$ cat src/verilog/ccag_pkg.sv
// constants for the circular buffer address generator
package ccag_pkg;
   localparam int unsigned PAGE_W       = 7;
   localparam int unsigned IDX_W        = 16;
   localparam int unsigned ADDR_W       = 23;
   localparam int unsigned NUM_PTR      = 9;
   localparam int unsigned COEF_PTR     = 8;
   localparam int unsigned PTR_SEL_W    = 4;
   // byte offsets on the register bus
   localparam logic [7:0]  OFS_PTR_BASE = 8'h00;  // extended pointers 0..8, one word each
   localparam logic [7:0]  OFS_START01  = 8'h24;
   localparam logic [7:0]  OFS_START23  = 8'h28;
   localparam logic [7:0]  OFS_START45  = 8'h2c;
   localparam logic [7:0]  OFS_START67  = 8'h30;
   localparam logic [7:0]  OFS_STARTC   = 8'h34;
   localparam logic [7:0]  OFS_LEN_LOW  = 8'h38;
   localparam logic [7:0]  OFS_LEN_HIGH = 8'h3c;
   localparam logic [7:0]  OFS_LEN_COEF = 8'h40;
   localparam logic [7:0]  OFS_MODE     = 8'h44;
   // mode register fields
   localparam int unsigned MODE_LEGACY_BIT = 9;
   localparam int unsigned MODE_W          = 10;
   // reset values
   localparam logic [ADDR_W-1:0] PTR_RST   = 23'h000000;
   localparam logic [IDX_W-1:0]  START_RST = 16'h0000;
   localparam logic [IDX_W-1:0]  LEN_RST   = 16'h0000;
   localparam logic [MODE_W-1:0] MODE_RST  = 10'h000;
endpackage

$ cat src/verilog/ccag_modify.sv
// next-index arithmetic for one pointer, linear or circular
`timescale 1ns/1ps
module ccag_modify (
   input  wire logic [15:0] idx_in,
   input  wire logic [15:0] step_in,
   input  wire logic [15:0] len_in,
   input  wire logic        circ_in,
   output logic      [15:0] idx_out
);
   logic [15:0] mask;
   logic [17:0] low_sum;
   logic [17:0] low_fix;

   always_comb begin
      // mask of the N low bits, 2^N > length
      mask = len_in;
      for (int i = 1; i < 16; i = i * 2) begin
         mask = mask | (mask >> i);
      end
      low_sum = {2'b00, idx_in & mask} + {{2{step_in[15]}}, step_in};
      low_fix = low_sum;
      if (low_sum[17]) begin
         low_fix = low_sum + {2'b00, len_in};
      end else if (low_sum >= {2'b00, len_in}) begin
         low_fix = low_sum - {2'b00, len_in};
      end
      if (circ_in && len_in != 16'h0000) begin
         idx_out = (idx_in & ~mask) | (low_fix[15:0] & mask);
      end else begin
         idx_out = idx_in + step_in;
      end
   end
endmodule

$ cat src/verilog/ccag_top.sv
// circular buffer address generator with ahb-lite register slave
`timescale 1ns/1ps
module ccag_top (
   input  wire logic        core_clk_in,
   input  wire logic        reset_n_in,
   input  wire logic        hsel_in,
   input  wire logic [31:0] haddr_in,
   input  wire logic [1:0]  htrans_in,
   input  wire logic        hwrite_in,
   input  wire logic [2:0]  hsize_in,
   input  wire logic [31:0] hwdata_in,
   input  wire logic        hready_in,
   output logic      [31:0] hrdata_out,
   output logic             hreadyout_out,
   output logic             hresp_out,
   input  wire logic        upd_valid_in,
   input  wire logic [3:0]  upd_ptr_in,
   input  wire logic [15:0] upd_step_in,
   input  wire logic        upd_circ_qual_in,
   output logic      [22:0] addr_out,
   output logic             addr_valid_out
);
   logic [22:0] ptr_q [0:8];
   logic [22:0] ptr_d [0:8];
   logic [15:0] start_q [0:4];
   logic [15:0] start_d [0:4];
   logic [15:0] len_low_q, len_low_d, len_high_q, len_high_d, len_coef_q, len_coef_d;
   logic [9:0]  mode_q, mode_d;
   logic        wr_pend_q, wr_pend_d;
   logic [7:0]  wr_addr_q, wr_addr_d;
   logic [31:0] hrdata_q, hrdata_d;
   logic [22:0] addr_q, addr_d;
   logic        addr_valid_q, addr_valid_d;

   logic        acc;
   logic [7:0]  ofs;
   logic [22:0] cur_ptr;
   logic [15:0] sel_start;
   logic [15:0] sel_len;
   logic        circ_eff;
   logic [15:0] new_idx;
   logic        upd_ok;
   logic        circ_use;

   assign hreadyout_out  = 1'b1;
   assign hresp_out      = 1'b0;
   assign hrdata_out     = hrdata_q;
   assign addr_out       = addr_q;
   assign addr_valid_out = addr_valid_q;

   assign acc    = hsel_in && htrans_in[1] && hready_in;
   assign ofs    = haddr_in[7:0];
   assign upd_ok = upd_valid_in && (upd_ptr_in < 4'(ccag_pkg::NUM_PTR));
   // zero length falls back to linear, for the address as for the index update
   assign circ_use = circ_eff && (sel_len != 16'h0000);

   // per-pointer resource selection
   always_comb begin
      cur_ptr   = ptr_q[upd_ptr_in < 4'(ccag_pkg::NUM_PTR) ? upd_ptr_in : 4'h0];
      circ_eff  = upd_circ_qual_in;
      sel_start = start_q[4];
      sel_len   = len_coef_q;
      if (upd_ptr_in < 4'(ccag_pkg::NUM_PTR)) begin
         circ_eff = circ_eff | mode_q[upd_ptr_in];
      end
      if (upd_ptr_in < 4'(ccag_pkg::COEF_PTR)) begin
         sel_start = start_q[upd_ptr_in[2:1]];
         if (upd_ptr_in[2] && !mode_q[ccag_pkg::MODE_LEGACY_BIT]) begin
            sel_len = len_high_q;
         end else begin
            sel_len = len_low_q;
         end
      end
   end

   ccag_modify u_modify (
      .idx_in  (cur_ptr[15:0]),
      .step_in (upd_step_in),
      .len_in  (sel_len),
      .circ_in (circ_eff),
      .idx_out (new_idx)
   );

   // register file, bus access and pointer update
   always_comb begin
      ptr_d        = ptr_q;
      start_d      = start_q;
      len_low_d    = len_low_q;
      len_high_d   = len_high_q;
      len_coef_d   = len_coef_q;
      mode_d       = mode_q;
      wr_pend_d    = acc && hwrite_in;
      wr_addr_d    = acc ? ofs : wr_addr_q;
      hrdata_d     = hrdata_q;
      addr_d       = addr_q;
      addr_valid_d = upd_ok;
      if (upd_ok) begin
         // address uses the index before post-modification
         addr_d = {cur_ptr[22:16], sel_start + cur_ptr[15:0]};
         if (!circ_use) begin
            addr_d = cur_ptr;
         end
         ptr_d[upd_ptr_in] = {cur_ptr[22:16], new_idx};
      end
      // a bus write in the same cycle overrides the pointer update
      if (wr_pend_q) begin
         for (int i = 0; i < 9; i++) begin
            if (wr_addr_q == ccag_pkg::OFS_PTR_BASE + 8'(i * 4)) begin
               ptr_d[i] = hwdata_in[22:0];
            end
         end
         case (wr_addr_q)
            ccag_pkg::OFS_START01:  start_d[0] = hwdata_in[15:0];
            ccag_pkg::OFS_START23:  start_d[1] = hwdata_in[15:0];
            ccag_pkg::OFS_START45:  start_d[2] = hwdata_in[15:0];
            ccag_pkg::OFS_START67:  start_d[3] = hwdata_in[15:0];
            ccag_pkg::OFS_STARTC:   start_d[4] = hwdata_in[15:0];
            ccag_pkg::OFS_LEN_LOW:  len_low_d  = hwdata_in[15:0];
            ccag_pkg::OFS_LEN_HIGH: len_high_d = hwdata_in[15:0];
            ccag_pkg::OFS_LEN_COEF: len_coef_d = hwdata_in[15:0];
            ccag_pkg::OFS_MODE:     mode_d     = hwdata_in[9:0];
            default:                mode_d     = mode_q;
         endcase
      end
      // read from next values: a write whose data phase overlaps this
      // address phase must be seen, else back-to-back write-read is stale
      if (acc && !hwrite_in) begin
         hrdata_d = 32'h0000_0000;
         for (int i = 0; i < 9; i++) begin
            if (ofs == ccag_pkg::OFS_PTR_BASE + 8'(i * 4)) begin
               hrdata_d = {9'h000, ptr_d[i]};
            end
         end
         case (ofs)
            ccag_pkg::OFS_START01:  hrdata_d = {16'h0000, start_d[0]};
            ccag_pkg::OFS_START23:  hrdata_d = {16'h0000, start_d[1]};
            ccag_pkg::OFS_START45:  hrdata_d = {16'h0000, start_d[2]};
            ccag_pkg::OFS_START67:  hrdata_d = {16'h0000, start_d[3]};
            ccag_pkg::OFS_STARTC:   hrdata_d = {16'h0000, start_d[4]};
            ccag_pkg::OFS_LEN_LOW:  hrdata_d = {16'h0000, len_low_d};
            ccag_pkg::OFS_LEN_HIGH: hrdata_d = {16'h0000, len_high_d};
            ccag_pkg::OFS_LEN_COEF: hrdata_d = {16'h0000, len_coef_d};
            ccag_pkg::OFS_MODE:     hrdata_d = {22'h000000, mode_d};
            default:                hrdata_d = hrdata_d;
         endcase
      end
   end

   always_ff @(posedge core_clk_in or negedge reset_n_in) begin
      if (!reset_n_in) begin
         for (int i = 0; i < 9; i++) begin
            ptr_q[i] <= ccag_pkg::PTR_RST;
         end
         for (int i = 0; i < 5; i++) begin
            start_q[i] <= ccag_pkg::START_RST;
         end
         len_low_q    <= ccag_pkg::LEN_RST;
         len_high_q   <= ccag_pkg::LEN_RST;
         len_coef_q   <= ccag_pkg::LEN_RST;
         mode_q       <= ccag_pkg::MODE_RST;
         wr_pend_q    <= 1'b0;
         wr_addr_q    <= 8'h00;
         hrdata_q     <= 32'h0000_0000;
         addr_q       <= 23'h000000;
         addr_valid_q <= 1'b0;
      end else begin
         ptr_q        <= ptr_d;
         start_q      <= start_d;
         len_low_q    <= len_low_d;
         len_high_q   <= len_high_d;
         len_coef_q   <= len_coef_d;
         mode_q       <= mode_d;
         wr_pend_q    <= wr_pend_d;
         wr_addr_q    <= wr_addr_d;
         hrdata_q     <= hrdata_d;
         addr_q       <= addr_d;
         addr_valid_q <= addr_valid_d;
      end
   end

   // checks
   logic [3:0]  p_q;
   logic        upd_q;
   logic        circ_q;
   logic        wr_q;
   logic [15:0] len_q;
   logic [15:0] step_q;
   logic [15:0] idx_q;
   always_ff @(posedge core_clk_in or negedge reset_n_in) begin
      if (!reset_n_in) begin
         p_q    <= 4'h0;
         upd_q  <= 1'b0;
         circ_q <= 1'b0;
         wr_q   <= 1'b0;
         len_q  <= 16'h0000;
         step_q <= 16'h0000;
         idx_q  <= 16'h0000;
      end else begin
         p_q    <= upd_ptr_in;
         upd_q  <= upd_ok;
         circ_q <= circ_eff;
         wr_q   <= wr_pend_q;
         len_q  <= sel_len;
         step_q <= upd_step_in;
         idx_q  <= cur_ptr[15:0];
      end
   end
endmodule
$ cat config.mk
export PLATFORM = sky130hd
export DESIGN_NAME = ccag_top
export DESIGN_NICKNAME = d
export VERILOG_FILES = /design/src/verilog/ccag_pkg.sv /design/src/verilog/ccag_modify.sv /design/src/verilog/ccag_top.sv
export SDC_FILE = /design/constraint.sdc
export NUM_CORES = 1
export LEC_CHECK = 0
export ABC_CLOCK_PERIOD_IN_PS = 20900
export BUFFER_PORTS_ARGS = -buffer_cell sky130_fd_sc_hd__buf_4
export CORE_ASPECT_RATIO = 1.25
export CORE_MARGIN = 10
export CORE_UTILIZATION = 30
export DETAILED_ROUTE_END_ITERATION = 10
export SYNTH_ARGS = -nofsm -noshare
export SYNTH_HDL_FRONTEND = slang
export SYNTH_HIERARCHICAL = 1
export SYNTH_SLANG_ARGS = --single-unit
$ cat constraint.sdc
create_clock -name core_clk_in -period 20.9 [get_ports core_clk_in]
set_input_delay 4.18 -clock core_clk_in [delete_from_list [all_inputs] [get_ports core_clk_in]]
set_output_delay 4.18 -clock core_clk_in [all_outputs]
set_load 0.005 [all_outputs]
==> run_results.csv, run 1 <==
group,metric,value,unit
run_status,status,"finished clean",
global_routing,wire_length_of_the_first_global_routing_pass,149.8,mm
setup_path,timing.critical_path.required,21.40,ns
drt,antenna_left,0,
setup_path,critPathMaxStageDelay,1.00,ns
clocking,clock-sinks,401,
setup_path,timing.critical_path.slowest_stage_cell,"sky130_fd_sc_hd__o311ai_2",
clocking,cts_stage_hold_buffer_count,0,
clocking,post_cts.resized_instances,0,
sta,timing.final.crit_share,66.63,%
setup_path,path_common_cell,"sky130_fd_sc_hd__buf_4",
sta,report.final.slew_viol_count,0,
sta,accumulated_negative_setup_slack,0,ns
sta,timing.max_slew.rel_slack,16.59,%
worst_hold_path,min_from,"addr_out[0]",
power_and_ir_drop,switch_share,41.56,%
place,dp_hpwl,69.53,mm
global_routing,grt.met3_usage,3.264,%
synthesis,postSynthRegisterBits,401,
setup_path,setup.worst_path.end_class,"flop",
drt,detailedRoute.firstPassIterationCount,6,
synthesis,yosys_most_used_dff,"sky130_fd_sc_hd__dfrtp_1",
clocking,worst_skew_pair_later_pin_latency,0.60,ns
global_routing,grt_antenna_before_repair,6,
global_routing,grt.met1_usage,24.84,%
finish,syn_to_final_growth,13.65,%
drt,vias,22840,
drt,dr.first_iter.drc_count,2226,
floorplan,fp-row-count,122,
clocking,cts-root-buf,"sky130_fd_sc_hd__clkbuf_16",
power_and_ir_drop,total_leakage_power,13.20,nW
setup_path,r2r-start,"mode_q[9]",
floorplan,die_outline_area,101000,µm²
clocking,clk_transition_reported_paths,0.06,ns
power_and_ir_drop,worst_vdd_ir,0.06810,mV
power_and_ir_drop,power.switching,1.494,mW
place,dp.cells,3944,
drt,totalWireLength,102.1,mm
finish,layout_commonest_cell,"sky130_fd_sc_hd__dfrtp_1",
power_and_ir_drop,share_comb_of_total_power,48.7,%
clocking,max-clock-path-buffers,3,
finish,layout.cells.non_filler,4021,
floorplan,floorplan.core_area,88230,µm²
place,gp_routability_congestion,0.9052,
synthesis,netlist_top_cells_area,"sky130_fd_sc_hd__dfrtp_1 38%, sky130_fd_sc_hd__mux2i_1 8.9%, sky130_fd_sc_hd__mux2_2 7.5%",
setup_path,worstSetupPathType,"input port to flop",
clocking,cts-htree-levels,2,
clocking,cts_tree,"built",
setup_path,critical_path.n_buffers_inverters,4,
drt,wire_per_inst,25.38,µm
global_routing,total_global_route_track_usage,19.47,%
sta,rsz_0062_raised_after_global_routing,"false",
sta,fin_worst_skew,0.04535,ns
floorplan,die_w,286.3,µm
setup_path,crit_fanout,9,
sta,timing.final.setup_violations,0,
floorplan,die_h,352.8,µm
synthesis,synth_largest_type_area_fraction,37.75,%
finish,antennaDiodeCount,0,
finish,fin_nets,2990,
global_routing,grt_pass1_vias,22700,
setup_path,critical_path.top_delay_family,"compound AO/OA/AOI/OAI gates",
setup_path,worst_r2r_endpoint,"hrdata_out[5]",
synthesis,synth_area_leader_cell,"sky130_fd_sc_hd__dfrtp_1",
setup_path,worstRegToRegCells,37,
synthesis,ys_seq_area_share,37.75,%
floorplan,ios,154,
synthesis,synth-warning-count,6,
sta,transition_at_the_pin_with_the_smallest_max_transition_slack,1.249,ns
synthesis,synth_cells,2774,
synthesis,netlist_area,26580,µm²
synthesis,synth.distinct_cells,100,
place,count_of_input_and_output_buffers,105,
drt,post_drt_via_cell_ratio,5.681,
setup_path,critPathLaunchType,"input port",
floorplan,start_util,30.13,%
synthesis,synth-edff-count,0,
clocking,post_cts.repair.setup_buffers,0,
worst_hold_path,hold-path-cell-count,2,
power_and_ir_drop,p_seq_share,29.5,%
sta,final_period_minus_worst_setup_slack,13.93,ns
global_routing,grt_start_max_net_pins,150,
global_routing,busiest_layer,"met2",
flow_run,cap_viol_max_count,0,
finish,layout.cells.most_common_list,"401 x sky130_fd_sc_hd__dfrtp_1, 294 x sky130_fd_sc_hd__nand2_1, 236 x sky130_fd_sc_hd__mux2i_1",
global_routing,groute.layer.met2.usage,31.63,%
worst_hold_path,hold_class,"flop to flop",
finish,final_layout_size_suffix_gt1_share,20.08,%
power_and_ir_drop,intPower,2.100,mW
setup_path,reg2reg_setup_slack,10.35,ns
global_routing,grt_overflow,0,
synthesis,ys_async_sr_fraction,100.0,%
worst_hold_path,whs_endpoint,"addr_out[0]",
sta,fmaxAchievable,71.81,MHz
synthesis,synth_area_per_cell,9.583,µm²
clocking,cts_inserted_buffers,43,
power_and_ir_drop,powerDensity,119.0,nW/µm²
power_and_ir_drop,clock_network_fraction_of_design_power,21.9,%
sta,hold_violations,0,
setup_path,cp_data_arrival_time,14.42,ns
drt,route.detailed.drc,0,
==> power groups by stage <==
stage               combinational, mW  clock [mW]  sequential (mW)
floorplan                        1.20           0             1.04
global placement                 1.69           0             1.06
finish                           1.75       0.785             1.06
detailed placement               1.71           0             1.07
CTS                              1.72       0.794             1.05
global route                     1.90       0.822             1.08
==> logic make-up after synthesis <==
logic type	after synthesis	synth area share, %
compound gates	739	18.48
buf+inv	283	4.556
mux	461	20.17
simple gates	750	13.16
fa+ha+maj	83	4.048
flops	401	37.75
xor+xnor	55	1.812
other cells	2	0.02825
==> worst max-delay path by stage <==
stage	startpoint	end	slack (ns)	depth (start not counted)
detailed placement	upd_ptr_in[2]	hrdata_out[5]	6.70	38
global route	upd_ptr_in[2]	hrdata_out[5]	6.56	38
CTS	upd_ptr_in[2]	hrdata_out[5]	7.25	38
finish	upd_ptr_in[2]	hrdata_out[5]	6.97	38
floorplan	upd_ptr_in[2]	hrdata_out[14]	9.83	37
global placement	upd_ptr_in[0]	hrdata_out[5]	6.76	32
==> sequential cells by signal, indices dropped and copies added, names as in the netlist <==
signal and flops:
addr_out 23, addr_valid_out 1, hrdata_out 23, len_coef_q 16, len_high_q 16, len_low_q 16
mode_q 10, ptr_q 207, start_q 80, wr_addr_q 8, wr_pend_q 1
==> layer usage <==
layer  vias to the layer above  part of all wire, %
met5                         -                0.078
met4                        12                  5.2
met3                       233                  7.1
met2                       986                   47
met1                     11360                   41
li1                      10250                    -
==> area by class of cell <==
| type | count | area (µm²) |
|---|---|---|
| Tap cell | 1178 | 1474 |
| Sequential cell | 401 | 10030 |
| Timing Repair Buffer | 207 | 1587 |
| Clock inverter | 12 | 127.6 |
| Inverter | 59 | 221.5 |
| Multi-Input combinational cell | 2099 | 15480 |
| Clock buffer | 65 | 1290 |
| Fill cell | 9194 | 58020 |
==> metrics by stage <==
step	area, µm²	util, %	hold slack, ns	worst slack [ns]	power [mW]
global placement	28800	32.64	0.4692	6.757	2.752
floorplan	26620	-	0.4518	9.829	2.243
finish	30210	34.24	0.4785	6.975	3.594
global route	30210	34.24	0.5145	6.556	3.794
CTS	30210	34.24	0.4879	7.245	3.564
detailed placement	28800	32.64	0.4721	6.702	2.774
==> worst min-delay path: cells and delay by family, from the launching register on <==
kind / cells / cell delay, ns
compound gates: 1 / 0.06
flops: 1 / 0.34
simple gates: 1 / 0.05
==> cells in the mapped netlist (all sizes together) (9+ instances only) <==
cell	count
or3	20
nand2b	23
nor3b	11
mux4	39
a31oi	22
nand4	12
a211oi	46
mux2i	236
o2111ai	10
ha	78
a221oi	29
or2	10
nand3	38
nor2b	44
a311oi	9
and3	9
nor2	198
a221o	17
o211ai	11
o21a	11
clkbuf	140
a32o	16
xor2	12
xnor2	43
inv	59
a21o	20
dfrtp	401
nor3	36
a21boi	11
o22ai	22
and2	16
nor4	14
buf	84
a211o	12
a21oi	192
a22oi	50
nand2	295
mux2	186
o21ai	189
No activity file was read; power rests on OpenSTA's default activity.
==> run 2: changes to the inputs <==
Settings changed: ABC_CLOCK_PERIOD_IN_PS 20900 to 14550.
Clock period 20.9 ns to 14.55 ns, I/O delays scaled along.
==> run 2 against run 1 <==
Net effect: routed wire length increased by 0.41%; worst hold slack about the same; register-to-register slack worse by 6.1 ns; sequential share of layout area is essentially flat; combinational power is 43% higher; largest cell class unchanged; largest power group unchanged.
==> run_results.csv, run 2 (synthesis gave the netlist of run 1 again) <==
group,metric,value,unit
run_status,status,"finished clean",
sta,transition_at_the_pin_with_the_smallest_max_transition_slack,1.294,ns
finish,largest_register_ff_count,207,
setup_path,timing.critical_path.slowest_stage_cell,"sky130_fd_sc_hd__nor4_2",
drt,antenna_left,0,
clocking,cts_inserted_buffers,43,
clocking,cts_tree,"built",
floorplan,ios,154,
sta,final_period_minus_worst_setup_slack,12.34,ns
setup_path,critPathLaunchType,"input port",
worst_hold_path,hold_class,"flop to flop",
setup_path,reg2reg_setup_slack,4.28,ns
sta,timing.max_slew.rel_slack,13.32,%
clocking,worst_skew_pair_later_pin_latency,0.60,ns
power_and_ir_drop,powerDensity,170.3,nW/µm²
finish,largestRegisters,"ptr_q (207), start_q (80)",
sta,setup_slack,2.213,ns
finish,layout.cells.most_common_list,"401 x sky130_fd_sc_hd__dfrtp_1, 294 x sky130_fd_sc_hd__nand2_1, 236 x sky130_fd_sc_hd__mux2i_1",
clocking,max-clock-path-buffers,3,
floorplan,fp-row-count,122,
sta,timing.final.crit_share,84.79,%
global_routing,wire_length_of_the_first_global_routing_pass,149.8,mm
drt,wire_per_inst,25.45,µm
floorplan,die_w,286.3,µm
drt,post_drt_via_cell_ratio,5.689,
finish,syn_to_final_growth,13.50,%
floorplan,floorplan.core_area,88230,µm²
setup_path,cp_data_arrival_time,12.76,ns
clocking,cts-htree-levels,2,
finish,final_layout_size_suffix_gt1_share,20.09,%
finish,layout_commonest_cell,"sky130_fd_sc_hd__dfrtp_1",
global_routing,grt_pass1_vias,22690,
clocking,post_cts.repair.setup_buffers,0,
drt,vias,22900,
setup_path,critPathMaxStageDelay,0.77,ns
power_and_ir_drop,total_leakage_power,13.18,nW
sta,finalHoldWorstSlack,0.4785,ns
finish,num-fill-cells,9136,
sta,rsz_0062_raised_after_global_routing,"false",
floorplan,die_outline_area,101000,µm²
global_routing,grt_overflow,0,
sta,report.final.slew_viol_count,0,
sta,hold_violations,0,
global_routing,total_global_route_track_usage,19.52,%
setup_path,timing.critical_path.required,14.97,ns
drt,route.detailed.drc,0,
flow_run,cap_viol_max_count,0,
sta,fin_worst_skew,0.03544,ns
clocking,clk_transition_reported_paths,0.06,ns
drt,totalWireLength,102.5,mm
global_routing,grt_antenna_before_repair,7,
clocking,post_cts.resized_instances,0,
place,gp_routability_congestion,0.9149,
place,place_ws,1.951,ns
drt,detailedRoute.firstPassIterationCount,5,
place,dp_hpwl,69.81,mm
clocking,cts_stage_hold_buffer_count,0,
setup_path,crit_fanout,10,
sta,fmaxAchievable,81.06,MHz
floorplan,die_h,352.8,µm
drt,dr.first_iter.drc_count,2364,
place,placedInstanceArea,28770,µm²
setup_path,worstSetupPathType,"input port to flop",
finish,fin_nets,2991,
place,count_of_input_and_output_buffers,105,
finish,largest-register,"ptr_q",
setup_path,path_common_cell,"sky130_fd_sc_hd__o21ai_0",
finish,postLayoutCellArea,30170,µm²
floorplan,start_util,30.13,%
sta,timing.final.setup_violations,0,
global_routing,grt_start_max_net_pins,88,
clocking,clock-sinks,401,
setup_path,setup.worst_path.end_class,"flop",
power_and_ir_drop,worst_vdd_ir,0.08784,mV
sta,accumulated_negative_setup_slack,0,ns
clocking,cts-root-buf,"sky130_fd_sc_hd__clkbuf_16",
==> run 2: cell count changes in the layout (fill, tap and decap cells not counted), moves of 2 or more <==
cell                       before  now
sky130_fd_sc_hd__clkbuf_8      11    4
sky130_fd_sc_hd__clkinv_2       7   12
sky130_fd_sc_hd__buf_4        204  207
sky130_fd_sc_hd__buf_12         2    0
sky130_fd_sc_hd__clkbuf_1      10   12
==> run 2: worst max-delay path: cells and delay by family <==
| kind | cells | cell delay [ns] |
|---|---|---|
| compound gates | 13 | 4.06 |
| simple gates | 10 | 3.24 |
| fa+ha+maj | 3 | 1.01 |
| mux | 3 | 0.79 |
| buf+inv | 2 | 0.50 |
| xor+xnor | 1 | 0.22 |
==> run 2: final cells by class <==
cell class	instances	area (µm²)	area share [%]
tap	1178	1474	4.885
clock inverter	20	198.9	0.6593
antenna	1	2.502	0.008293
inverter	59	221.5	0.7340
multi-input combinational	2099	15470	51.28
sequential	401	10030	33.26
timing repair buffer	208	1569	5.200
clock buffer	60	1201	3.981
==> run 2: power breakdown <==
group	switching [mW]	total (mW)	leakage [nW]	internal [mW]
Clock	0.489	1.12	0.690	0.634
Combinational	1.50	2.50	7.63	0.992
Sequential	0.143	1.52	4.86	1.38
Total	2.14	5.14	13.2	3.00
==> run 2: per-layer routing <==
| layer | global-route usage (%) | vias to the layer above | part of all wire, % | wire length (µm) |
|---|---|---|---|---|
| met4 | 10.54 | 12 | 5.9 | 6025 |
| met1 | 23.82 | 11270 | 40 | 40640 |
| met2 | 31.85 | 1077 | 46 | 47580 |
| li1 | - | 10260 | - | - |
| met3 | 4.100 | 288 | 7.9 | 8137 |
| met5 | 0 | - | 0.093 | 95 |
==> run 2: through the flow <==
step,std cells,power [mW],util (%)
floorplan,2783,3.222,-
global placement,3945,3.949,32.61
detailed placement,3945,3.969,32.61
CTS,4025,5.099,34.20
global route,4025,5.433,34.20
finish,4026,5.139,34.20
==> run 2: path summary, 6_finish.rpt <==
path                          startpoint             end  cells after the start
min                          addr_out[5]     addr_out[5]                      2
max                        upd_ptr_in[2]  hrdata_out[14]                     32
max in group asynchronous     reset_n_in      ptr_q[113]                      3
min reg2reg                  addr_out[5]     addr_out[5]                      2
max reg2reg                    mode_q[9]  hrdata_out[14]                     31
min in group asynchronous     reset_n_in  addr_valid_out                      1
==> run 3: changes to the inputs <==
Settings changed: ABC_AREA set to 1, ABC_CLOCK_PERIOD_IN_PS 14550 to 10700.
Clock period 14.55 ns to 10.7 ns, I/O delays scaled along.
==> run 3 against run 2 <==
Net effect: synthesized cell count increased by 60%; worst hold slack about the same; register-to-register slack got worse by 1.6 ns; critical path type unchanged; largest power group unchanged.
==> run_results.csv, run 3 <==
group,metric,value,unit
run_status,status,"finished clean",
power_and_ir_drop,worst_vdd_ir,0.1285,mV
clocking,cts_inserted_buffers,45,
clocking,max-clock-path-buffers,3,
finish,syn_to_final_growth,15.68,%
power_and_ir_drop,powerDensity,228.5,nW/µm²
setup_path,timing.critical_path.required,11.19,ns
setup_path,critPathMaxStageDelay,0.62,ns
synthesis,synth_largest_type_area_fraction,34.57,%
synthesis,synth.distinct_cells,54,
drt,post_drt_via_cell_ratio,5.188,
global_routing,grt_antenna_before_repair,7,
synthesis,yosysMostFrequentCell,"sky130_fd_sc_hd__nand2_1",
synthesis,netlist_top_cells_area,"sky130_fd_sc_hd__dfrtp_1 35%, sky130_fd_sc_hd__nand2_1 19%, sky130_fd_sc_hd__o21ai_0 6.1%",
sta,timing.max_slew.rel_slack,13.60,%
floorplan,floorplan.core_area,95980,µm²
synthesis,netlist_area,29030,µm²
setup_path,timing.critical_path.slowest_stage_cell,"sky130_fd_sc_hd__o21ai_0",
sta,setup_slack,1.267,ns
setup_path,worstSetupPathType,"input port to flop",
place,place_ws,0.8078,ns
drt,wire_per_inst,20.87,µm
sta,rsz_0062_raised_after_global_routing,"false",
sta,final_period_minus_worst_setup_slack,9.433,ns
sta,report.final.slew_viol_count,0,
synthesis,synth_area_per_cell,6.549,µm²
global_routing,wire_length_of_the_first_global_routing_pass,181.5,mm
finish,largest_register_ff_count,207,
synthesis,synth-edff-count,0,
clocking,clk_transition_reported_paths,0.06,ns
clocking,post_cts.repair.setup_buffers,0,
sta,finalHoldWorstSlack,0.4787,ns
finish,largestRegisters,"ptr_q (207), start_q (80)",
place,count_of_input_and_output_buffers,105,
drt,antenna_left,0,
setup_path,cp_data_arrival_time,9.92,ns
sta,hold_violations,0,
drt,totalWireLength,123.3,mm
worst_hold_path,hold_class,"flop to flop",
synthesis,synth-warning-count,6,
floorplan,start_util,30.25,%
floorplan,fp-row-count,127,
finish,layout.cells.most_common_list,"1455 x sky130_fd_sc_hd__nand2_1, 463 x sky130_fd_sc_hd__inv_1, 400 x sky130_fd_sc_hd__dfrtp_1",
drt,vias,30660,
setup_path,critPathLaunchType,"input port",
place,gp_routability_congestion,0.9745,
clocking,cts_stage_hold_buffer_count,0,
global_routing,grt_start_max_net_pins,162,
synthesis,ys_async_sr_fraction,100.0,%
finish,largest-register,"ptr_q",
synthesis,yosys_most_used_dff,"sky130_fd_sc_hd__dfrtp_1",
drt,detailedRoute.firstPassIterationCount,8,
clocking,cts-root-buf,"sky130_fd_sc_hd__clkbuf_16",
clocking,cts-htree-levels,2,
flow_run,cap_viol_max_count,0,
synthesis,ys_seq_area_share,34.57,%
sta,timing.final.setup_violations,0,
synthesis,postSynthRegisterBits,401,
clocking,cts_tree,"built",
floorplan,ios,154,
clocking,clock-sinks,401,
finish,layout_commonest_cell,"sky130_fd_sc_hd__nand2_1",
global_routing,grt_pass1_vias,29120,
synthesis,synth_cells,4433,
floorplan,die_h,367.8,µm
floorplan,die_outline_area,109700,µm²
setup_path,crit_fanout,14,
sta,accumulated_negative_setup_slack,0,ns
synthesis,synth_commonest_cells,"1456 x sky130_fd_sc_hd__nand2_1, 463 x sky130_fd_sc_hd__inv_1, 401 x sky130_fd_sc_hd__dfrtp_1",
clocking,post_cts.resized_instances,0,
global_routing,total_global_route_track_usage,21.56,%
global_routing,grt_overflow,0,
sta,fmaxAchievable,106.0,MHz
sta,fin_worst_skew,0.01435,ns
finish,final_layout_size_suffix_gt1_share,10.75,%
synthesis,synth_area_leader_cell,"sky130_fd_sc_hd__dfrtp_1",
drt,dr.first_iter.drc_count,2818,
floorplan,die_w,298.2,µm
power_and_ir_drop,total_leakage_power,16.78,nW
sta,transition_at_the_pin_with_the_smallest_max_transition_slack,1.295,ns
clocking,worst_skew_pair_later_pin_latency,0.60,ns
place,dp_hpwl,88.62,mm
drt,route.detailed.drc,0,
finish,fin_nets,4761,
sta,timing.final.crit_share,88.16,%
setup_path,setup.worst_path.end_class,"flop",
setup_path,path_common_cell,"sky130_fd_sc_hd__nand2_1",
-- run 3: cell count changes in the layout (fill, tap and decap cells not counted), sizes merged, moves of 53 or more --
cell | previous run | this run
nor2 | 198 | 389
nand4 | 12 | 82
o211ai | 11 | 64
mux2 | 186 | 0
mux2i | 236 | 12
o21ai | 189 | 397
buf | 208 | 316
nand3 | 38 | 326
nand2 | 295 | 1475
inv | 60 | 489
-- run 3: layer usage --
metal,up-vias,track usage (%),share of wire (%)
li1,14600,-,-
met4,10,12.87,6.5
met1,14420,25.46,39
met3,336,3.417,7.6
met2,1292,36.57,47
met5,-,0,0.059
-- run 3: critical path: cells and delay by family --
| family | cells | cell delay [ns] |
|---|---|---|
| xor+xnor | 1 | 0.21 |
| compound gates | 2 | 0.82 |
| buf+inv | 12 | 2.06 |
| simple gates | 38 | 4.04 |
| fa+ha+maj | 2 | 0.62 |
-- run 3: logic make-up after synthesis --
kind of cell	after synthesis	synth area share, %
and+or+nand+nor	2387	34.87
AOI/OAI and AO/OA	798	15.29
buffers and inverters	711	9.952
DFF	401	34.57
adders and majority gates	83	3.707
xor gates and xnor gates	39	1.177
muxes	12	0.4138
other	2	0.02587
-- run 3: final timing paths --
kind                                    start       endpoint  slack [ns]  depth (start not counted)
worst max register to register      mode_q[9]  hrdata_out[8]        2.70                         59
worst min-delay path              addr_out[2]    addr_out[2]        0.48                          2
max in group asynchronous          reset_n_in      wr_pend_q        7.39                          2
worst min register to register    addr_out[2]    addr_out[2]        0.48                          2
min in group asynchronous          reset_n_in     ptr_q[160]        1.66                          1
worst max-delay path            upd_ptr_in[3]  hrdata_out[8]        1.27                         55
-- run 3: where the power goes --
part	switching [mW]	internal (mW)	leakage [nW]	total, mW
clock network	0.684	0.878	0.683	1.56
logic	2.49	1.53	11.7	4.02
registers	0.204	1.89	4.36	2.10
total	3.38	4.30	16.8	7.67
-- run 3: per-stage QoR --
| step | area (µm²) | power (mW) | util (%) | std cells |
|---|---|---|---|---|
| after global routing | 33570 | 8.217 | 34.98 | 5905 |
| after floorplan | 29060 | 4.441 | - | 4442 |
| final | 33580 | 7.675 | 34.99 | 5910 |
| after global placement | 32160 | 6.048 | 33.51 | 5825 |
| after detailed placement | 32160 | 6.075 | 33.51 | 5825 |
| after CTS | 33570 | 7.655 | 34.98 | 5904 |
-- run 3: final cells by class --
| type | instances | area [µm²] |
|---|---|---|
| Tap cell | 1290 | 1614 |
| Clock buffer | 62 | 1230 |
| Multi-Input combinational cell | 3330 | 16220 |
| Inverter | 488 | 1832 |
| Fill cell | 10550 | 62390 |
| Clock inverter | 17 | 181.4 |
| Timing Repair Buffer | 316 | 2455 |
| Sequential cell | 401 | 10040 |
| Antenna cell | 6 | 15.01 |
